**src/rtl/rtcpt_pkg.sv**
```systemverilog
/*
 Constants for the real-time counter and periodic tick timer: byte offsets,
 field positions, reset values and the clock source encoding.
 Assumes a byte-wide register port with a five-bit address.
*/
`default_nettype none
package rtcpt_pkg;
	localparam logic [4:0] ADDR_CTRL     = 5'h00;
	localparam logic [4:0] ADDR_STATUS   = 5'h01;
	localparam logic [4:0] ADDR_INT_EN   = 5'h02;
	localparam logic [4:0] ADDR_INT_FLAG = 5'h03;
	localparam logic [4:0] ADDR_DBG      = 5'h05;
	localparam logic [4:0] ADDR_CLKSRC   = 5'h07;
	localparam logic [4:0] ADDR_CNT_L    = 5'h08;
	localparam logic [4:0] ADDR_CNT_H    = 5'h09;
	localparam logic [4:0] ADDR_WRAP_L   = 5'h0A;
	localparam logic [4:0] ADDR_WRAP_H   = 5'h0B;
	localparam logic [4:0] ADDR_CMP_L    = 5'h0C;
	localparam logic [4:0] ADDR_CMP_H    = 5'h0D;
	localparam logic [4:0] ADDR_PIT_CTRL = 5'h10;
	localparam logic [4:0] ADDR_PIT_STAT = 5'h11;
	localparam logic [4:0] ADDR_PIT_IE   = 5'h12;
	localparam logic [4:0] ADDR_PIT_FLAG = 5'h13;
	localparam logic [4:0] ADDR_PIT_DBG  = 5'h15;

	localparam int ENABLE_BIT  = 0;
	localparam int FIELD_LSB   = 3;
	localparam int FIELD_MSB   = 6;
	localparam int WRAP_BIT    = 0;
	localparam int MATCH_BIT   = 1;
	localparam int KEEPRUN_BIT = 0;
	localparam logic [7:0] CTRL_MASK = 8'hF9;
	localparam logic [7:0] PIT_MASK  = 8'h79;

	localparam logic [7:0]  BYTE_RST = 8'h00;
	localparam logic [15:0] CNT_RST  = 16'h0000;
	localparam logic [15:0] WRAP_RST = 16'hFFFF;
	localparam logic [15:0] CMP_RST  = 16'h0000;

	localparam logic [3:0] PIT_OFF      = 4'h0;
	localparam logic [3:0] PIT_RESERVED = 4'hF;

	localparam int SYNC_CTRL = 0;
	localparam int SYNC_CNT  = 1;
	localparam int SYNC_WRAP = 2;
	localparam int SYNC_CMP  = 3;
	localparam int SYNC_PIT  = 4;
	localparam int SYNC_N    = 5;
	localparam logic [1:0] SYNC_TICKS = 2'h2;

	typedef enum logic [1:0] {
		internal_32khz_src = 2'h0,
		internal_1khz_src  = 2'h1,
		crystal_32khz_src  = 2'h2,
		pin_clock_src      = 2'h3
	} rtcpt_clock_source_t;
endpackage
`default_nettype wire

```
**src/rtl/rtcpt_top.sv**
```systemverilog
/*
 Real-time counter with prescaler, wrap limit, compare match and periodic
 tick timer, behind a byte-wide register port.
 Assumes the four counter clock sources are slow against ref_clk_i and arrive
 unsynchronised; the debug halt input comes from logic on ref_clk_i.
*/
`timescale 1ns/10ps
`default_nettype none
module rtcpt_top (
	input  wire logic       ref_clk_i,
	input  wire logic       nrst_i,
	input  wire logic       internal_32khz_src_clk_i,
	input  wire logic       internal_1khz_src_clk_i,
	input  wire logic       xtal32k_clk_i,
	input  wire logic       pin_clk_i,
	input  wire logic       debug_halt_i,
	input  wire logic [4:0] addr_i,
	input  wire logic [7:0] wr_data_i,
	input  wire logic       wr_en_i,
	input  wire logic       rd_en_i,
	output logic      [7:0] rd_data_o,
	output logic            rtc_irq_o,
	output logic            pit_irq_o
);
	logic [1:0]                rst_sync;
	logic                      rst_n;
	logic [3:0]                src_meta;
	logic [3:0]                src_sync;
	logic [3:0]                src_prev;
	rtcpt_pkg::rtcpt_clock_source_t  clock_source;
	logic                      rtc_tick;
	logic [7:0]                ctrl_reg;
	logic [7:0]                ctrl_eff;
	logic [1:0]                int_en;
	logic                      wrap_flag;
	logic                      match_flag;
	logic                      keep_run;
	logic [15:0]               cnt;
	logic [15:0]               cnt_shadow;
	logic [15:0]               wrap;
	logic [15:0]               wrap_shadow;
	logic [15:0]               cmp;
	logic [15:0]               cmp_shadow;
	logic [7:0]                pit_reg;
	logic [7:0]                pit_eff;
	logic                      pit_ie;
	logic                      pit_flag;
	logic                      pit_keep_run;
	logic [4:0]                busy;
	logic [1:0]                sync_cnt [rtcpt_pkg::SYNC_N];
	logic [4:0]                sync_start;
	logic [4:0]                sync_done;
	logic [14:0]               pcnt;
	logic [14:0]               pit_cnt;
	logic                      rtc_run;
	logic                      pit_run;
	logic                      ptick;
	logic [15:0]               next_cnt;
	logic                      wrap_set;
	logic                      match_set;
	logic [3:0]                pit_period;
	logic                      pit_issue;
	logic [7:0]                next_rd;

	function automatic logic hit(input logic [4:0] a);
		return wr_en_i && (addr_i == a);
	endfunction

	function automatic logic [14:0] low_mask(input logic [3:0] n);
		return 15'((32'h1 << n) - 32'h1);
	endfunction

	always_ff @(posedge ref_clk_i or negedge nrst_i) begin
		if (!nrst_i) begin
			rst_sync <= 2'h0;
		end else begin
			rst_sync <= {rst_sync[0], 1'b1};
		end
	end
	assign rst_n = rst_sync[1];

	// Each source is synchronised on its own so that switching sources never
	// exposes a metastable stage to the edge detector.
	always_ff @(posedge ref_clk_i or negedge rst_n) begin
		if (!rst_n) begin
			src_meta <= 4'h0;
			src_sync <= 4'h0;
			src_prev <= 4'h0;
		end else begin
			src_meta <= {pin_clk_i, xtal32k_clk_i, internal_1khz_src_clk_i, internal_32khz_src_clk_i};
			src_sync <= src_meta;
			src_prev <= src_sync;
		end
	end

	always_comb begin
		case (clock_source)
			rtcpt_pkg::internal_32khz_src: rtc_tick = src_sync[0] & ~src_prev[0];
			rtcpt_pkg::internal_1khz_src:  rtc_tick = src_sync[1] & ~src_prev[1];
			rtcpt_pkg::crystal_32khz_src:  rtc_tick = src_sync[2] & ~src_prev[2];
			rtcpt_pkg::pin_clock_src:      rtc_tick = src_sync[3] & ~src_prev[3];
			default:                       rtc_tick = 1'b0;
		endcase
	end

	always_comb begin
		sync_start = 5'h00;
		sync_start[rtcpt_pkg::SYNC_CTRL] = hit(rtcpt_pkg::ADDR_CTRL);
		sync_start[rtcpt_pkg::SYNC_CNT]  = hit(rtcpt_pkg::ADDR_CNT_L) | hit(rtcpt_pkg::ADDR_CNT_H);
		sync_start[rtcpt_pkg::SYNC_WRAP] = hit(rtcpt_pkg::ADDR_WRAP_L) | hit(rtcpt_pkg::ADDR_WRAP_H);
		sync_start[rtcpt_pkg::SYNC_CMP]  = hit(rtcpt_pkg::ADDR_CMP_L) | hit(rtcpt_pkg::ADDR_CMP_H);
		sync_start[rtcpt_pkg::SYNC_PIT]  = hit(rtcpt_pkg::ADDR_PIT_CTRL);
		for (int i = 0; i < rtcpt_pkg::SYNC_N; i++) begin
			sync_done[i] = busy[i] & rtc_tick & ~sync_start[i]
				& (sync_cnt[i] == rtcpt_pkg::SYNC_TICKS - 2'h1);
		end
	end

	// A write restarts its own crossing, so a second byte written while the
	// first is pending delays both until two ticks after the last one.
	always_ff @(posedge ref_clk_i or negedge rst_n) begin
		if (!rst_n) begin
			busy <= 5'h00;
			for (int i = 0; i < rtcpt_pkg::SYNC_N; i++) begin
				sync_cnt[i] <= 2'h0;
			end
		end else begin
			for (int i = 0; i < rtcpt_pkg::SYNC_N; i++) begin
				if (sync_start[i]) begin
					busy[i]     <= 1'b1;
					sync_cnt[i] <= 2'h0;
				end else if (sync_done[i]) begin
					busy[i] <= 1'b0;
				end else if (busy[i] && rtc_tick) begin
					sync_cnt[i] <= sync_cnt[i] + 2'h1;
				end
			end
		end
	end

	always_ff @(posedge ref_clk_i or negedge rst_n) begin
		if (!rst_n) begin
			ctrl_reg     <= rtcpt_pkg::BYTE_RST;
			ctrl_eff     <= rtcpt_pkg::BYTE_RST;
			int_en       <= 2'h0;
			keep_run     <= 1'b0;
			clock_source       <= rtcpt_pkg::internal_32khz_src;
			pit_reg      <= rtcpt_pkg::BYTE_RST;
			pit_eff      <= rtcpt_pkg::BYTE_RST;
			pit_ie       <= 1'b0;
			pit_keep_run <= 1'b0;
		end else begin
			if (hit(rtcpt_pkg::ADDR_CTRL)) begin
				ctrl_reg <= wr_data_i & rtcpt_pkg::CTRL_MASK;
			end
			if (sync_done[rtcpt_pkg::SYNC_CTRL]) begin
				ctrl_eff <= ctrl_reg;
			end
			if (hit(rtcpt_pkg::ADDR_INT_EN)) begin
				int_en <= wr_data_i[1:0];
			end
			if (hit(rtcpt_pkg::ADDR_DBG)) begin
				keep_run <= wr_data_i[rtcpt_pkg::KEEPRUN_BIT];
			end
			if (hit(rtcpt_pkg::ADDR_CLKSRC)) begin
				clock_source <= rtcpt_pkg::rtcpt_clock_source_t'(wr_data_i[1:0]);
			end
			if (hit(rtcpt_pkg::ADDR_PIT_CTRL)) begin
				pit_reg <= wr_data_i & rtcpt_pkg::PIT_MASK;
			end
			if (sync_done[rtcpt_pkg::SYNC_PIT]) begin
				pit_eff <= pit_reg;
			end
			if (hit(rtcpt_pkg::ADDR_PIT_IE)) begin
				pit_ie <= wr_data_i[0];
			end
			if (hit(rtcpt_pkg::ADDR_PIT_DBG)) begin
				pit_keep_run <= wr_data_i[rtcpt_pkg::KEEPRUN_BIT];
			end
		end
	end

	// Shadows hold what software wrote; the live values change only when the
	// crossing completes.
	always_ff @(posedge ref_clk_i or negedge rst_n) begin
		if (!rst_n) begin
			cnt_shadow  <= rtcpt_pkg::CNT_RST;
			wrap_shadow <= rtcpt_pkg::WRAP_RST;
			cmp_shadow  <= rtcpt_pkg::CMP_RST;
			wrap        <= rtcpt_pkg::WRAP_RST;
			cmp         <= rtcpt_pkg::CMP_RST;
		end else begin
			if (hit(rtcpt_pkg::ADDR_CNT_L)) cnt_shadow[7:0] <= wr_data_i;
			if (hit(rtcpt_pkg::ADDR_CNT_H)) cnt_shadow[15:8] <= wr_data_i;
			if (hit(rtcpt_pkg::ADDR_WRAP_L)) wrap_shadow[7:0] <= wr_data_i;
			if (hit(rtcpt_pkg::ADDR_WRAP_H)) wrap_shadow[15:8] <= wr_data_i;
			if (hit(rtcpt_pkg::ADDR_CMP_L)) cmp_shadow[7:0] <= wr_data_i;
			if (hit(rtcpt_pkg::ADDR_CMP_H)) cmp_shadow[15:8] <= wr_data_i;
			if (sync_done[rtcpt_pkg::SYNC_WRAP]) wrap <= wrap_shadow;
			if (sync_done[rtcpt_pkg::SYNC_CMP]) cmp <= cmp_shadow;
		end
	end

	assign rtc_run  = ctrl_eff[rtcpt_pkg::ENABLE_BIT] & ~(debug_halt_i & ~keep_run);
	assign pit_run  = pit_eff[rtcpt_pkg::ENABLE_BIT] & ~(debug_halt_i & ~pit_keep_run);
	assign ptick    = rtc_run & rtc_tick
		& ((pcnt & low_mask(ctrl_eff[rtcpt_pkg::FIELD_MSB:rtcpt_pkg::FIELD_LSB]))
		== low_mask(ctrl_eff[rtcpt_pkg::FIELD_MSB:rtcpt_pkg::FIELD_LSB]));
	assign next_cnt = (cnt == wrap) ? rtcpt_pkg::CNT_RST : cnt + 16'h0001;
	assign wrap_set  = ptick & (cnt == wrap) & ~sync_done[rtcpt_pkg::SYNC_CNT];
	assign match_set = ptick & (next_cnt == cmp) & ~sync_done[rtcpt_pkg::SYNC_CNT];

	always_ff @(posedge ref_clk_i or negedge rst_n) begin
		if (!rst_n) begin
			pcnt <= 15'h0000;
		end else if (!ctrl_eff[rtcpt_pkg::ENABLE_BIT]) begin
			pcnt <= 15'h0000;
		end else if (rtc_run && rtc_tick) begin
			pcnt <= pcnt + 15'h0001;
		end
	end

	always_ff @(posedge ref_clk_i or negedge rst_n) begin
		if (!rst_n) begin
			cnt <= rtcpt_pkg::CNT_RST;
		end else if (sync_done[rtcpt_pkg::SYNC_CNT]) begin
			cnt <= cnt_shadow;
		end else if (ptick) begin
			cnt <= next_cnt;
		end
	end

	// Hardware set beats a software clear in the same cycle.
	always_ff @(posedge ref_clk_i or negedge rst_n) begin
		if (!rst_n) begin
			wrap_flag  <= 1'b0;
			match_flag <= 1'b0;
			pit_flag   <= 1'b0;
		end else begin
			wrap_flag <= wrap_set | (wrap_flag
				& ~(hit(rtcpt_pkg::ADDR_INT_FLAG) & wr_data_i[rtcpt_pkg::WRAP_BIT]));
			match_flag <= match_set | (match_flag
				& ~(hit(rtcpt_pkg::ADDR_INT_FLAG) & wr_data_i[rtcpt_pkg::MATCH_BIT]));
			pit_flag <= pit_issue | (pit_flag
				& ~(hit(rtcpt_pkg::ADDR_PIT_FLAG) & wr_data_i[0]));
		end
	end

	assign pit_period = pit_eff[rtcpt_pkg::FIELD_MSB:rtcpt_pkg::FIELD_LSB];
	// The reserved interval code behaves like the off code.
	assign pit_issue  = pit_run & rtc_tick
		& (pit_period != rtcpt_pkg::PIT_OFF) & (pit_period != rtcpt_pkg::PIT_RESERVED)
		& ((pit_cnt & low_mask(pit_period + 4'h1)) == low_mask(pit_period + 4'h1));

	always_ff @(posedge ref_clk_i or negedge rst_n) begin
		if (!rst_n) begin
			pit_cnt <= 15'h0000;
		end else if (!pit_eff[rtcpt_pkg::ENABLE_BIT]) begin
			pit_cnt <= 15'h0000;
		end else if (pit_run && rtc_tick) begin
			pit_cnt <= pit_cnt + 15'h0001;
		end
	end

	always_ff @(posedge ref_clk_i or negedge rst_n) begin
		if (!rst_n) begin
			rtc_irq_o <= 1'b0;
			pit_irq_o <= 1'b0;
		end else begin
			rtc_irq_o <= (wrap_flag & int_en[rtcpt_pkg::WRAP_BIT])
				| (match_flag & int_en[rtcpt_pkg::MATCH_BIT]);
			pit_irq_o <= pit_flag & pit_ie;
		end
	end

	always_comb begin
		case (addr_i)
			rtcpt_pkg::ADDR_CTRL:     next_rd = ctrl_reg;
			rtcpt_pkg::ADDR_STATUS:   next_rd = {4'h0, busy[3:0]};
			rtcpt_pkg::ADDR_INT_EN:   next_rd = {6'h00, int_en};
			rtcpt_pkg::ADDR_INT_FLAG: next_rd = {6'h00, match_flag, wrap_flag};
			rtcpt_pkg::ADDR_DBG:      next_rd = {7'h00, keep_run};
			rtcpt_pkg::ADDR_CLKSRC:   next_rd = {6'h00, clock_source};
			rtcpt_pkg::ADDR_CNT_L:    next_rd = cnt[7:0];
			rtcpt_pkg::ADDR_CNT_H:    next_rd = cnt[15:8];
			rtcpt_pkg::ADDR_WRAP_L:   next_rd = wrap_shadow[7:0];
			rtcpt_pkg::ADDR_WRAP_H:   next_rd = wrap_shadow[15:8];
			rtcpt_pkg::ADDR_CMP_L:    next_rd = cmp_shadow[7:0];
			rtcpt_pkg::ADDR_CMP_H:    next_rd = cmp_shadow[15:8];
			rtcpt_pkg::ADDR_PIT_CTRL: next_rd = pit_reg;
			rtcpt_pkg::ADDR_PIT_STAT: next_rd = {7'h00, busy[rtcpt_pkg::SYNC_PIT]};
			rtcpt_pkg::ADDR_PIT_IE:   next_rd = {7'h00, pit_ie};
			rtcpt_pkg::ADDR_PIT_FLAG: next_rd = {7'h00, pit_flag};
			rtcpt_pkg::ADDR_PIT_DBG:  next_rd = {7'h00, pit_keep_run};
			default:                  next_rd = 8'h00;
		endcase
	end

	always_ff @(posedge ref_clk_i or negedge rst_n) begin
		if (!rst_n) begin
			rd_data_o <= 8'h00;
		end else begin
			rd_data_o <= rd_en_i ? next_rd : 8'h00;
		end
	end
endmodule
`default_nettype wire

```
**config.mk**
```make
export PLATFORM = sky130hd
export DESIGN_NAME = rtcpt_top
export DESIGN_NICKNAME = d
export VERILOG_FILES = /design/src/rtl/rtcpt_pkg.sv /design/src/rtl/rtcpt_top.sv
export SDC_FILE = /design/constraint.sdc
export NUM_CORES = 1
export LEC_CHECK = 0
export ABC_AREA = 1
export BUFFER_PORTS_ARGS = -buffer_cell sky130_fd_sc_hd__buf_2
export CAP_MARGIN = 10
export CORE_ASPECT_RATIO = 0.75
export CORE_MARGIN = 5
export CORE_UTILIZATION = 40
export DETAILED_ROUTE_END_ITERATION = 7
export GPL_TIMING_DRIVEN = 0
export PLACE_DENSITY = 0.64
export SLEW_MARGIN = 20
export SYNTH_ARGS = -nofsm -noshare
export SYNTH_HDL_FRONTEND = slang
export SYNTH_SLANG_ARGS = --single-unit
```
**constraint.sdc**
```tcl
create_clock -name ref_clk_i -period 9.3 [get_ports ref_clk_i]
set_input_delay 1.395 -clock ref_clk_i [delete_from_list [all_inputs] [get_ports ref_clk_i]]
set_output_delay 1.395 -clock ref_clk_i [all_outputs]
set_load 0.05 [all_outputs]
```
==> results of run 1 <==
## worst min path at each step
stage,start,to,depth (start not counted)
after floorplan,rst_sync[0],rst_sync[1],0
after global placement,src_meta[1],src_sync[1],0
after detailed placement,rst_sync[1],pit_cnt[9],0
after CTS,rst_sync[1],pit_cnt[14],0
after global routing,rst_sync[1],pit_cnt[14],0
final,rst_sync[1],pit_cnt[14],0
## area by class of cell
class	instances	area (um^2)	area share
buffer	29	168	0.0148
multi-input combinational	885	4270	0.377
timing repair buffer	35	258	0.0228
inverter	178	668	0.0591
sequential	196	4950	0.437
tap	338	423	0.0374
clock inverter	13	138	0.0122
clock buffer	19	443	0.0391
## per-layer routing
metal | vias to the layer above | GRT usage | wire (um)
li1 | 4304 | - | -
met1 | 4311 | 0.325 | 13900
met2 | 343 | 0.289 | 12200
met3 | 50 | 0.0473 | 2500
met4 | 2 | 0.0626 | 656
met5 | - | 0 | 13
## synthesized netlist by cell type (all sizes together) (13+ instances only)
master / n
nand3: 52
nand2: 359
dfstp: 32
a21oi: 47
o21ai: 157
dfrtp: 164
o211ai: 16
inv: 178
nand4: 13
nor3: 23
buf: 19
nor2: 124
## stage by stage
step	worst slack, ns	utilization	hold WS, ns	power, mW	instances
floorplan	3.49	-	0.331	2.02	1288
global placement	1.11	0.428	0.333	2.32	1657
detailed placement	5.88	0.432	0.195	2.35	1661
CTS	6.33	0.456	0.202	3.10	1693
global route	6.20	0.456	0.218	3.34	1693
finish	6.33	0.456	0.197	3.11	1693
## cell families after synthesis
| kind of cell | count (synthesis) | share of synthesized area |
|---|---|---|
| AND/OR/NAND/NOR | 586 | 0.244 |
| AO/OA/AOI/OAI | 270 | 0.152 |
| buffers and inverters | 207 | 0.0832 |
| flip-flops | 196 | 0.492 |
| XOR/XNOR | 14 | 0.0122 |
| adder cells (fa/ha/maj) | 10 | 0.0125 |
| multiplexers | 4 | 0.00436 |
| other | 1 | 0.000373 |
## power breakdown
| group | total, mW | switching [mW] | internal, mW |
|---|---|---|---|
| combinational | 1.06 | 0.693 | 0.369 |
| clock | 0.743 | 0.357 | 0.386 |
| sequential | 1.30 | 0.214 | 1.09 |
==> metrics.log, run 1 <==
[metrics] number of buffer cells added on primary ports: 31
[metrics] transition time at the pin with the least slew margin: roughly 0.73 ns
[metrics] fraction of layout instances using a drive strength above 1: 0.118
[metrics] endpoint of the lowest-slack register-to-register path: cnt[2]
[metrics] sequential fraction of the synthesis area: 0.492
[metrics] CP Buf/Inv Count: 4
[metrics] CP top delay family: buffers and inverters
[metrics] area share of the leading cell type in the synthesized netlist: 0.408
[metrics] Max Cap Violations: 0
[metrics] Synth cell types: 47
[metrics] global-route wire length before repair: 46000 um
[metrics] total vias in the final route: 9010
[metrics] Post-Syn Area: 0.0100 mm^2
[metrics] worst min-delay path class: reg2async
[metrics] Critical Setup Path Class: in2reg
[metrics] detail-routed net length per standard cell: 17.3 um
[metrics] count of unresolved DRC violations after routing: 0
[metrics] post-synthesis register bit count: 196
[metrics] detailed-router iteration count before antenna repair: 5
[metrics] Mapped Avg Cell Area: 7.80 um^2
[metrics] RSZ-0062 raised after global routing: false
[metrics] IO Count: 32
[metrics] CP startpoint kind: input port
[metrics] cell at the slowest stage of the critical path: buf_1
[metrics] Post-Syn Nets: 1320
[metrics] finished layout cell area: 0.0113 mm^2
[metrics] IR drop worst, VDD: 0.133 mV
[metrics] final total negative setup slack: 0 ns
[metrics] initial antenna violation count: 2
[metrics] initial drt markers: roughly 810
[metrics] Final ANT Viol Nets: 0
[metrics] global placement routability congestion: 0.939
[metrics] total congestion overflow after global routing: 0
[metrics] Max clock buf depth: 2
[metrics] largest net degree at the start of global routing: 57
[metrics] status: finished, final reports clean
[metrics] count of fill cells added during filler insertion: 2483
[metrics] share of the clock period used by the worst path after layout: 0.320
[metrics] deepest level of the CTS H-tree: 4
[metrics] clk slew on worst S/H paths: ~0.08 ns
[metrics] cell with the most instances on the worst path: nand2_2
[metrics] vias in the first global route: 8216
[metrics] Placement Rows: 50
[metrics] count of hold buffers inserted by post-cts repair: 0
[metrics] Worst Setup SP: wr_en_i
[metrics] sink count of the clock tree: 196
[metrics] starting density of the core: 0.405
[metrics] DPL Wire Length: about 22000 um
[metrics] stages on the worst setup path: 10
[metrics] power per cell area: 275 mW/mm^2
[metrics] slack of the worst reg-to-reg path: 6.79 ns
[metrics] ratio of routed vias to standard cells: around 5.3
[metrics] clock tree from TritonCTS: built
[metrics] Post-CTS Setup Bufs: 0
[metrics] total routing usage reported by global routing: 0.209
[metrics] arrival time reported for the critical path endpoint: 3.28 ns
[metrics] TritonCTS buffer count: 17
[metrics] Inserted Diodes: 0
[metrics] logic depth of the worst register-to-register path: 15
[metrics] master cell of the clock root buffer: clkbuf_16
[metrics] library cell with the largest summed area after synthesis: dfrtp_1
[metrics] crit path max fanout: 10
[metrics] post-layout net count: 1374
[metrics] worst clock skew: 0.0153 ns
[metrics] Most used DFF post-synth: dfrtp_1
[metrics] die area: 0.0284 mm^2
[metrics] Finish-stage setup viols: 0
[metrics] startpoint of the worst register-to-register path: ctrl_eff[6]
[metrics] most frequent cells in the layout: nand2_1, inv_1, dfrtp_1
[metrics] end of the critical path: cnt[2]
[metrics] slowest stage delay, CP: ~0.46 ns
[metrics] data required time at the worst endpoint: around 9.6 ns
[metrics] top cells by area in the synthesized netlist: dfrtp_1, nand2_1, dfstp_2
[metrics] headroom to the max-slew limit: 0.502
[metrics] synthesized netlist cell count: 1288
[metrics] Clock Latency Late Sink: around 0.45 ns
[metrics] Die H: 147 um
[metrics] Slew Viols, Final: 0
[metrics] number of flops mapped to enable cells by yosys: 0
[metrics] final critical-path required period: just under 3 ns
[metrics] proportion of register bits with asynchronous set or reset after synthesis: 1.00
[metrics] count of cells resized by post-cts repair: 0
[metrics] P_leak: 5.33 nW
[metrics] post-synthesis to final-layout area growth: 12.6%
[metrics] Max Clk Rate: 0.336 GHz
[metrics] YS warnings: 0
[metrics] critical path, cell by cell: buf_2 > buf_1 > nand2_2 > nand2_2 > inv_2 > nand3_2 > buf_4 > nand2_1 > o211ai_1 > o21ai_0
[metrics] most frequent standard cell in the layout excluding fill and tap cells: nand2_1
[metrics] instance area at placement: 0.0107 mm^2
[metrics] core region area: around 0.025 mm^2
[metrics] width of the die: 193 um
[metrics] Total Wirelength: 29300 um
[metrics] Final Hold Fails: 0
[metrics] endpoint class of the critical path: flop
Power figures use the tool's default switching activity.
==> run 2: changes to the inputs <==
--- a/config.mk
+++ b/config.mk
@@ -13,7 +13,7 @@
 export CORE_UTILIZATION = 40
 export DETAILED_ROUTE_END_ITERATION = 7
 export GPL_TIMING_DRIVEN = 0
-export PLACE_DENSITY = 0.64
+export PLACE_DENSITY = 0.66
 export SLEW_MARGIN = 20
 export SYNTH_ARGS = -nofsm -noshare
 export SYNTH_HDL_FRONTEND = slang
==> constraint.sdc (replaced) <==
create_clock -name ref_clk_i -period 2.6 [get_ports ref_clk_i]
set_input_delay 0.39 -clock ref_clk_i [delete_from_list [all_inputs] [get_ports ref_clk_i]]
set_output_delay 0.39 -clock ref_clk_i [all_outputs]
set_load 0.05 [all_outputs]
==> metrics.log, run 2 (synthesis results as in run 1) <==
[metrics] Placement Rows: 50
[metrics] headroom to the max-slew limit: 0.550
[metrics] Max clock buf depth: 2
[metrics] Max Clk Rate: 0.411 GHz
[metrics] sequential cell area: ~0.0049 mm^2
[metrics] largest net degree at the start of global routing: 57
[metrics] post-layout net count: between 1000 and 1500
[metrics] number of buffer cells added on primary ports: 31
[metrics] sink count of the clock tree: about 200
[metrics] share of the clock period used by the worst path after layout: 0.936
[metrics] Final Hold Fails: 0
[metrics] transition time at the pin with the least slew margin: 0.658 ns
[metrics] deepest level of the CTS H-tree: 4
[metrics] endpoint of the lowest-slack register-to-register path: cnt[6]
[metrics] total vias in the final route: between 8000 and 9000
[metrics] total congestion overflow after global routing: 0
[metrics] part of the power in registers: 0.415
[metrics] vias in the first global route: 8427
[metrics] Clock Latency Late Sink: 0.45 ns
[metrics] clock tree from TritonCTS: built
[metrics] ratio of routed vias to standard cells: approximately 5.3
[metrics] die area: 0.0284 mm^2
[metrics] crit path max fanout: 10
[metrics] Max Cap Violations: 0
[metrics] post-synthesis to final-layout area growth: 12.9%
[metrics] switching portion of total power: 0.407
[metrics] Final ANT Viol Nets: 0
[metrics] final critical-path required period: 2.43 ns
[metrics] switching power: 4.59 mW
[metrics] worst clock skew: ~0.011 ns
[metrics] detail-routed net length per standard cell: 17.1 um
[metrics] core region area: 0.0248 mm^2
[metrics] number of placed instances, taps included: 1660
[metrics] post-layout power: 11.3 mW
[metrics] Finish-stage setup viols: 0
[metrics] Cell Int Power: about 6.7 mW
[metrics] master cell of the clock root buffer: clkbuf_16
[metrics] IO Count: 32
[metrics] IR drop worst, VDD: 0.492 mV
[metrics] initial drt markers: 803
[metrics] power share of the combinational group: 0.336
[metrics] startpoint of the worst register-to-register path: ctrl_eff[6]
[metrics] Total Wirelength: 28900 um
[metrics] power per cell area: ~990 mW/mm^2
[metrics] post-route core utilization: 0.457
[metrics] count of fill cells added during filler insertion: approximately 2400
[metrics] most frequent standard cell in the layout excluding fill and tap cells: nand2_1
[metrics] TritonCTS buffer count: 17
[metrics] Critical Setup Path Class: reg2reg
[metrics] logic depth of the worst register-to-register path: 15
[metrics] area of the multi-input gates: 0.00428 mm^2
[metrics] Worst Setup SP: ctrl_eff[6]
[metrics] data required time at the worst endpoint: 2.92 ns
[metrics] most frequent cells in the layout: nand2_1, inv_1, dfrtp_1
[metrics] P_leak: about 5.3 nW
[metrics] non-filler instance count after layout: about 1700
[metrics] CP startpoint kind: flop
[metrics] count of unresolved DRC violations after routing: 0
[metrics] initial antenna violation count: 0
[metrics] slack of the worst reg-to-reg path: 0.17 ns
[metrics] endpoint class of the critical path: flop
[metrics] DPL Wire Length: approximately 22000 um
[metrics] worst min-delay path class: in2reg
[metrics] starting density of the core: 0.405
[metrics] status: finished, final reports clean
[metrics] width of the die: 193 um
[metrics] clk slew on worst S/H paths: 0.08 ns
[metrics] global placement routability congestion: 0.935
[metrics] detailed-router iteration count before antenna repair: 7
[metrics] Post-CTS Setup Bufs: 0
[metrics] fraction of layout instances using a drive strength above 1: 0.119
[metrics] total routing usage reported by global routing: 0.210
[metrics] arrival time reported for the critical path endpoint: 2.76 ns
[metrics] global-route wire length before repair: approximately 47000 um
[metrics] worst hold path stage count: 1
[metrics] end of the critical path: cnt[6]
[metrics] part of the power in the clock network: 0.249
[metrics] Die H: 147 um
[metrics] Slew Viols, Final: 0
==> run 2: how the worst min path moves through the flow <==
| stage | from | endpoint | slack [ns] |
|---|---|---|---|
| final | xtal32k_clk_i | src_meta[2] | 0.04 |
| after global routing | internal_32khz_src_clk_i | src_meta[0] | 0.03 |
| after floorplan | nrst_i | rst_sync[0] | 0.09 |
| after detailed placement | nrst_i | rst_sync[0] | 0.18 |
| after CTS | internal_1khz_src_clk_i | src_meta[1] | 0.03 |
| after global placement | nrst_i | rst_sync[0] | 0.17 |
==> run 2: through the flow <==
| step | setup TNS, ns | hold slack [ns] | cell area (um^2) | setup slack, ns |
|---|---|---|---|---|
| 4_1_cts | 0 | 0.0304 | 11300 | 0.123 |
| 3_5_place_dp | 0 | 0.178 | 10700 | 0.132 |
| 2_1_floorplan | 0 | 0.0944 | 10100 | 0.494 |
| 6_report | 0 | 0.0436 | 11300 | 0.166 |
| 3_3_place_gp | -21.49 | 0.175 | 10600 | -0.150 |
| 5_1_grt | -0.00365 | 0.0305 | 11300 | -0.00365 |
==> run 2: final cells by class <==
cell class,instances,area share
Antenna cell,1,0.000221
Buffer,29,0.0148
Clock buffer,17,0.0375
Clock inverter,15,0.0165
Inverter,178,0.0589
Multi-Input combinational cell,885,0.377
Sequential cell,196,0.436
Tap cell,338,0.0373
Timing Repair Buffer,35,0.0218
==> run 2: repair_timing <==
item / CTS / global route
gates resized for setup: 0 / 2
hold buffers: 1 / 0
setup endpoints to repair: 0 / 14
hold endpoints to repair: 2 / 0
==> run 2: metal layers <==
| metal | vias to the layer above | part of all wire | global-route usage |
|---|---|---|---|
| li1 | 4309 | - | - |
| met1 | 4320 | 0.48 | 0.321 |
| met2 | 304 | 0.42 | 0.295 |
| met3 | 39 | 0.088 | 0.0561 |
| met4 | 0 | 0.017 | 0.0527 |
| met5 | - | 0 | 0 |
==> run 2: worst max-delay path, stage by stage, from the launching register on <==
cell	delay [ns]
dfrtp_1	0.49
nor2_4	0.20
nand2_1	0.10
ha_1	0.29
or2_2	0.29
nand3_1	0.09
nor2_1	0.04
nand3_1	0.06
nor2_1	0.04
nand3_1	0.10
nor2_2	0.06
inv_2	0.07
nand2_4	0.07
buf_6	0.16
o211ai_1	0.12
o21ai_0	0.13
==> run 2: power by group through the flow <==
stage                     registers (mW)  logic, mW  clock network (mW)
after floorplan                     4.45       2.78                   0
after global placement              4.72       3.60                   0
after detailed placement            4.69       3.73                   0
after CTS                           4.64       3.75                2.85
after global routing                4.77       4.35                2.97
final                               4.68       3.79                2.81
==> run 3: changes to the inputs <==
--- a/config.mk
+++ b/config.mk
@@ -10,10 +10,10 @@
 export CAP_MARGIN = 10
 export CORE_ASPECT_RATIO = 0.75
 export CORE_MARGIN = 5
-export CORE_UTILIZATION = 40
+export CORE_UTILIZATION = 50
 export DETAILED_ROUTE_END_ITERATION = 7
 export GPL_TIMING_DRIVEN = 0
-export PLACE_DENSITY = 0.66
+export PLACE_DENSITY = 0.78
 export SLEW_MARGIN = 20
 export SYNTH_ARGS = -nofsm -noshare
 export SYNTH_HDL_FRONTEND = slang
==> metrics.log, run 3 (synthesis results as in run 1) <==
[metrics] status: finished, final reports clean
[metrics] finished layout cell area: 0.0112 mm^2
[metrics] part of the power in the clock network: 0.241
[metrics] worst clock skew: between 0.008 and 0.009 ns
[metrics] most frequent standard cell in the layout excluding fill and tap cells: nand2_1
[metrics] non-filler instance count after layout: 1609
[metrics] count of fill cells added during filler insertion: 1676
[metrics] fraction of layout instances using a drive strength above 1: 0.119
[metrics] detail-routed net length per standard cell: 17.6 um
[metrics] part of the power in registers: 0.417
[metrics] switching power: 4.61 mW
[metrics] final critical-path required period: 2.41 ns
[metrics] number of placed instances, taps included: 1576
[metrics] headroom to the max-slew limit: 0.552
[metrics] startpoint of the worst register-to-register path: ctrl_eff[6]
[metrics] Slew Viols, Final: 0
[metrics] most frequent cells in the layout: nand2_1, inv_1, dfrtp_1
[metrics] post-layout net count: 1375
[metrics] slowest stage delay, CP: approximately 0.48 ns
[metrics] CP Buf/Inv Count: 2
[metrics] Finish-stage setup viols: 0
[metrics] die area: between 0.02 and 0.025 mm^2
[metrics] starting density of the core: 0.514
[metrics] transition time at the pin with the least slew margin: 0.673 ns
[metrics] cell with the most instances on the worst path: nand3_1
[metrics] core region area: 0.0195 mm^2
[metrics] clock tree from TritonCTS: built
[metrics] cell at the slowest stage of the critical path: dfrtp_1
[metrics] power share of the combinational group: 0.342
[metrics] Placement Rows: 44
[metrics] vias in the first global route: 8519
[metrics] critical path, cell by cell: nor2_4 > nand2_1 > ha_1 > or2_2 > nand3_1 > nor2_1 > nand3_1 > nor2_1 > nand3_1 > nor2_2 > inv_2 > nand2_4 > buf_6 > o211ai_1 > o21ai_0
[metrics] global placement routability congestion: 0.974
[metrics] Max clock buf depth: 2
[metrics] Cell Int Power: 6.60 mW
[metrics] number of buffer cells added on primary ports: 31
[metrics] P_leak: between 5 and 6 nW
[metrics] Max Cap Violations: 0
[metrics] total routing usage reported by global routing: 0.247
[metrics] share of the clock period used by the worst path after layout: 0.927
[metrics] Max Clk Rate: between 0.4 and 0.5 GHz
[metrics] power per cell area: 999 mW/mm^2
[metrics] IO Count: 32
[metrics] post-route core utilization: 0.574
[metrics] CP top delay family: simple AND/OR/NAND/NOR gates
[metrics] detailed-router iteration count before antenna repair: 6
[metrics] width of the die: approximately 170 um
[metrics] Clock Latency Late Sink: between 0.4 and 0.5 ns
[metrics] total congestion overflow after global routing: 0
[metrics] master cell of the clock root buffer: clkbuf_16
[metrics] global-route wire length before repair: roughly 46000 um
[metrics] launch instance of the worst min-delay path: xtal32k_clk_i
[metrics] endpoint class of the critical path: flop
[metrics] clk slew on worst S/H paths: approximately 0.080 ns
[metrics] post-synthesis to final-layout area growth: 11.6%
[metrics] Post-CTS Setup Bufs: 0
[metrics] total vias in the final route: 9227
[metrics] Worst Setup SP: ctrl_eff[6]
[metrics] Die H: 133 um
[metrics] RSZ-0062 raised after global routing: false
[metrics] CP startpoint kind: flop
[metrics] TritonCTS buffer count: 17
[metrics] Final Hold Fails: 0
[metrics] ratio of routed vias to standard cells: 5.73
[metrics] Critical Setup Path Class: reg2reg
[metrics] largest net degree at the start of global routing: 47
[metrics] DPL Wire Length: 21100 um
[metrics] instance area at placement: between 0.01 and 0.015 mm^2
[metrics] IR drop worst, VDD: 0.626 mV
[metrics] Inserted Diodes: 0
[metrics] count of unresolved DRC violations after routing: 0
[metrics] worst min-delay path class: in2reg
[metrics] data required time at the worst endpoint: 2.91 ns
[metrics] Final ANT Viol Nets: 0
[metrics] crit path max fanout: 10
[metrics] deepest level of the CTS H-tree: 4
[metrics] final total negative setup slack: 0 ns
[metrics] sink count of the clock tree: 196
[metrics] arrival time reported for the critical path endpoint: 2.72 ns
[metrics] initial drt markers: 1052
[metrics] switching portion of total power: 0.411
[metrics] initial antenna violation count: 1
[metrics] Total Wirelength: approximately 28000 um
run 3: cell count changes in the layout (fill, tap and decap cells not counted), sizes merged:
cell,previous run,this run
clkinv,3,5
clkinvlp,3,1
buf,53,54
bufinv,2,1
diode,1,0
inv,185,186
run 3: what timing repair did:
item,in CTS,in global routing
endpoints found under the setup margin,0,9
hold buffers,1,0
resized for setup,0,2
hold endpoints to repair,2,0
run 3: stage by stage:
step                      setup WS [ns]  power (mW)  hold WS [ns]
final                             0.189        11.2        0.0421
after global routing            0.00934        11.9        0.0317
after CTS                         0.163        11.1        0.0337
after detailed placement          0.182        8.37         0.177
after global placement          -0.0780        8.21         0.175
after floorplan                   0.494        7.24        0.0944
run 3: layer usage:
metal,vias up,share of wire,track usage
met5,-,0.00050,0
met4,2,0.030,0.0844
met3,71,0.12,0.0656
met2,480,0.41,0.343
met1,4362,0.44,0.374
li1,4312,-,-
run 3: final timing paths:
| path | endpoint | slack, ns | cells after the start |
|---|---|---|---|
| min reg2reg | src_prev[1] | 0.29 | 0 |
| max reg2reg | cnt[2] | 0.19 | 15 |
| max in group asynchronous | ctrl_reg[4] | 1.45 | 2 |
| min | src_meta[2] | 0.04 | 1 |
| min in group asynchronous | rst_sync[1] | 0.24 | 2 |
| max | cnt[2] | 0.19 | 15 |
run 3: worst register-to-register path, stage by stage, from the launching register on:
cell      delay (ns)
dfrtp_1         0.48
nor2_4          0.18
nand2_1         0.09
ha_1            0.29
or2_2           0.29
nand3_1         0.08
nor2_1          0.04
nand3_1         0.08
nor2_1          0.05
nand3_1         0.10
nor2_2          0.06
inv_2           0.07
nand2_4         0.07
buf_6           0.16
o211ai_1        0.12
o21ai_0         0.13
run 3: final cells by class:
cell class              instances  area (um^2)  area share
plain buffers                  29          168      0.0150
clock buffers                  17          425      0.0379
clock inverters                15          165      0.0147
inverters                     178          668      0.0596
multi-input cells             885         4280       0.381
flip-flops and latches        196         4950       0.441
well taps                     253          317      0.0282
repair buffers                 36          245      0.0219
run 3: power by group through the flow:
| stage | Clock, mW | Sequential (mW) | Combinational (mW) |
|---|---|---|---|
| finish | 2.70 | 4.67 | 3.83 |
| global route | 2.85 | 4.74 | 4.33 |
| CTS | 2.71 | 4.62 | 3.75 |
| detailed placement | 0 | 4.66 | 3.71 |
| global placement | 0 | 4.69 | 3.52 |
| floorplan | 0 | 4.45 | 2.78 |
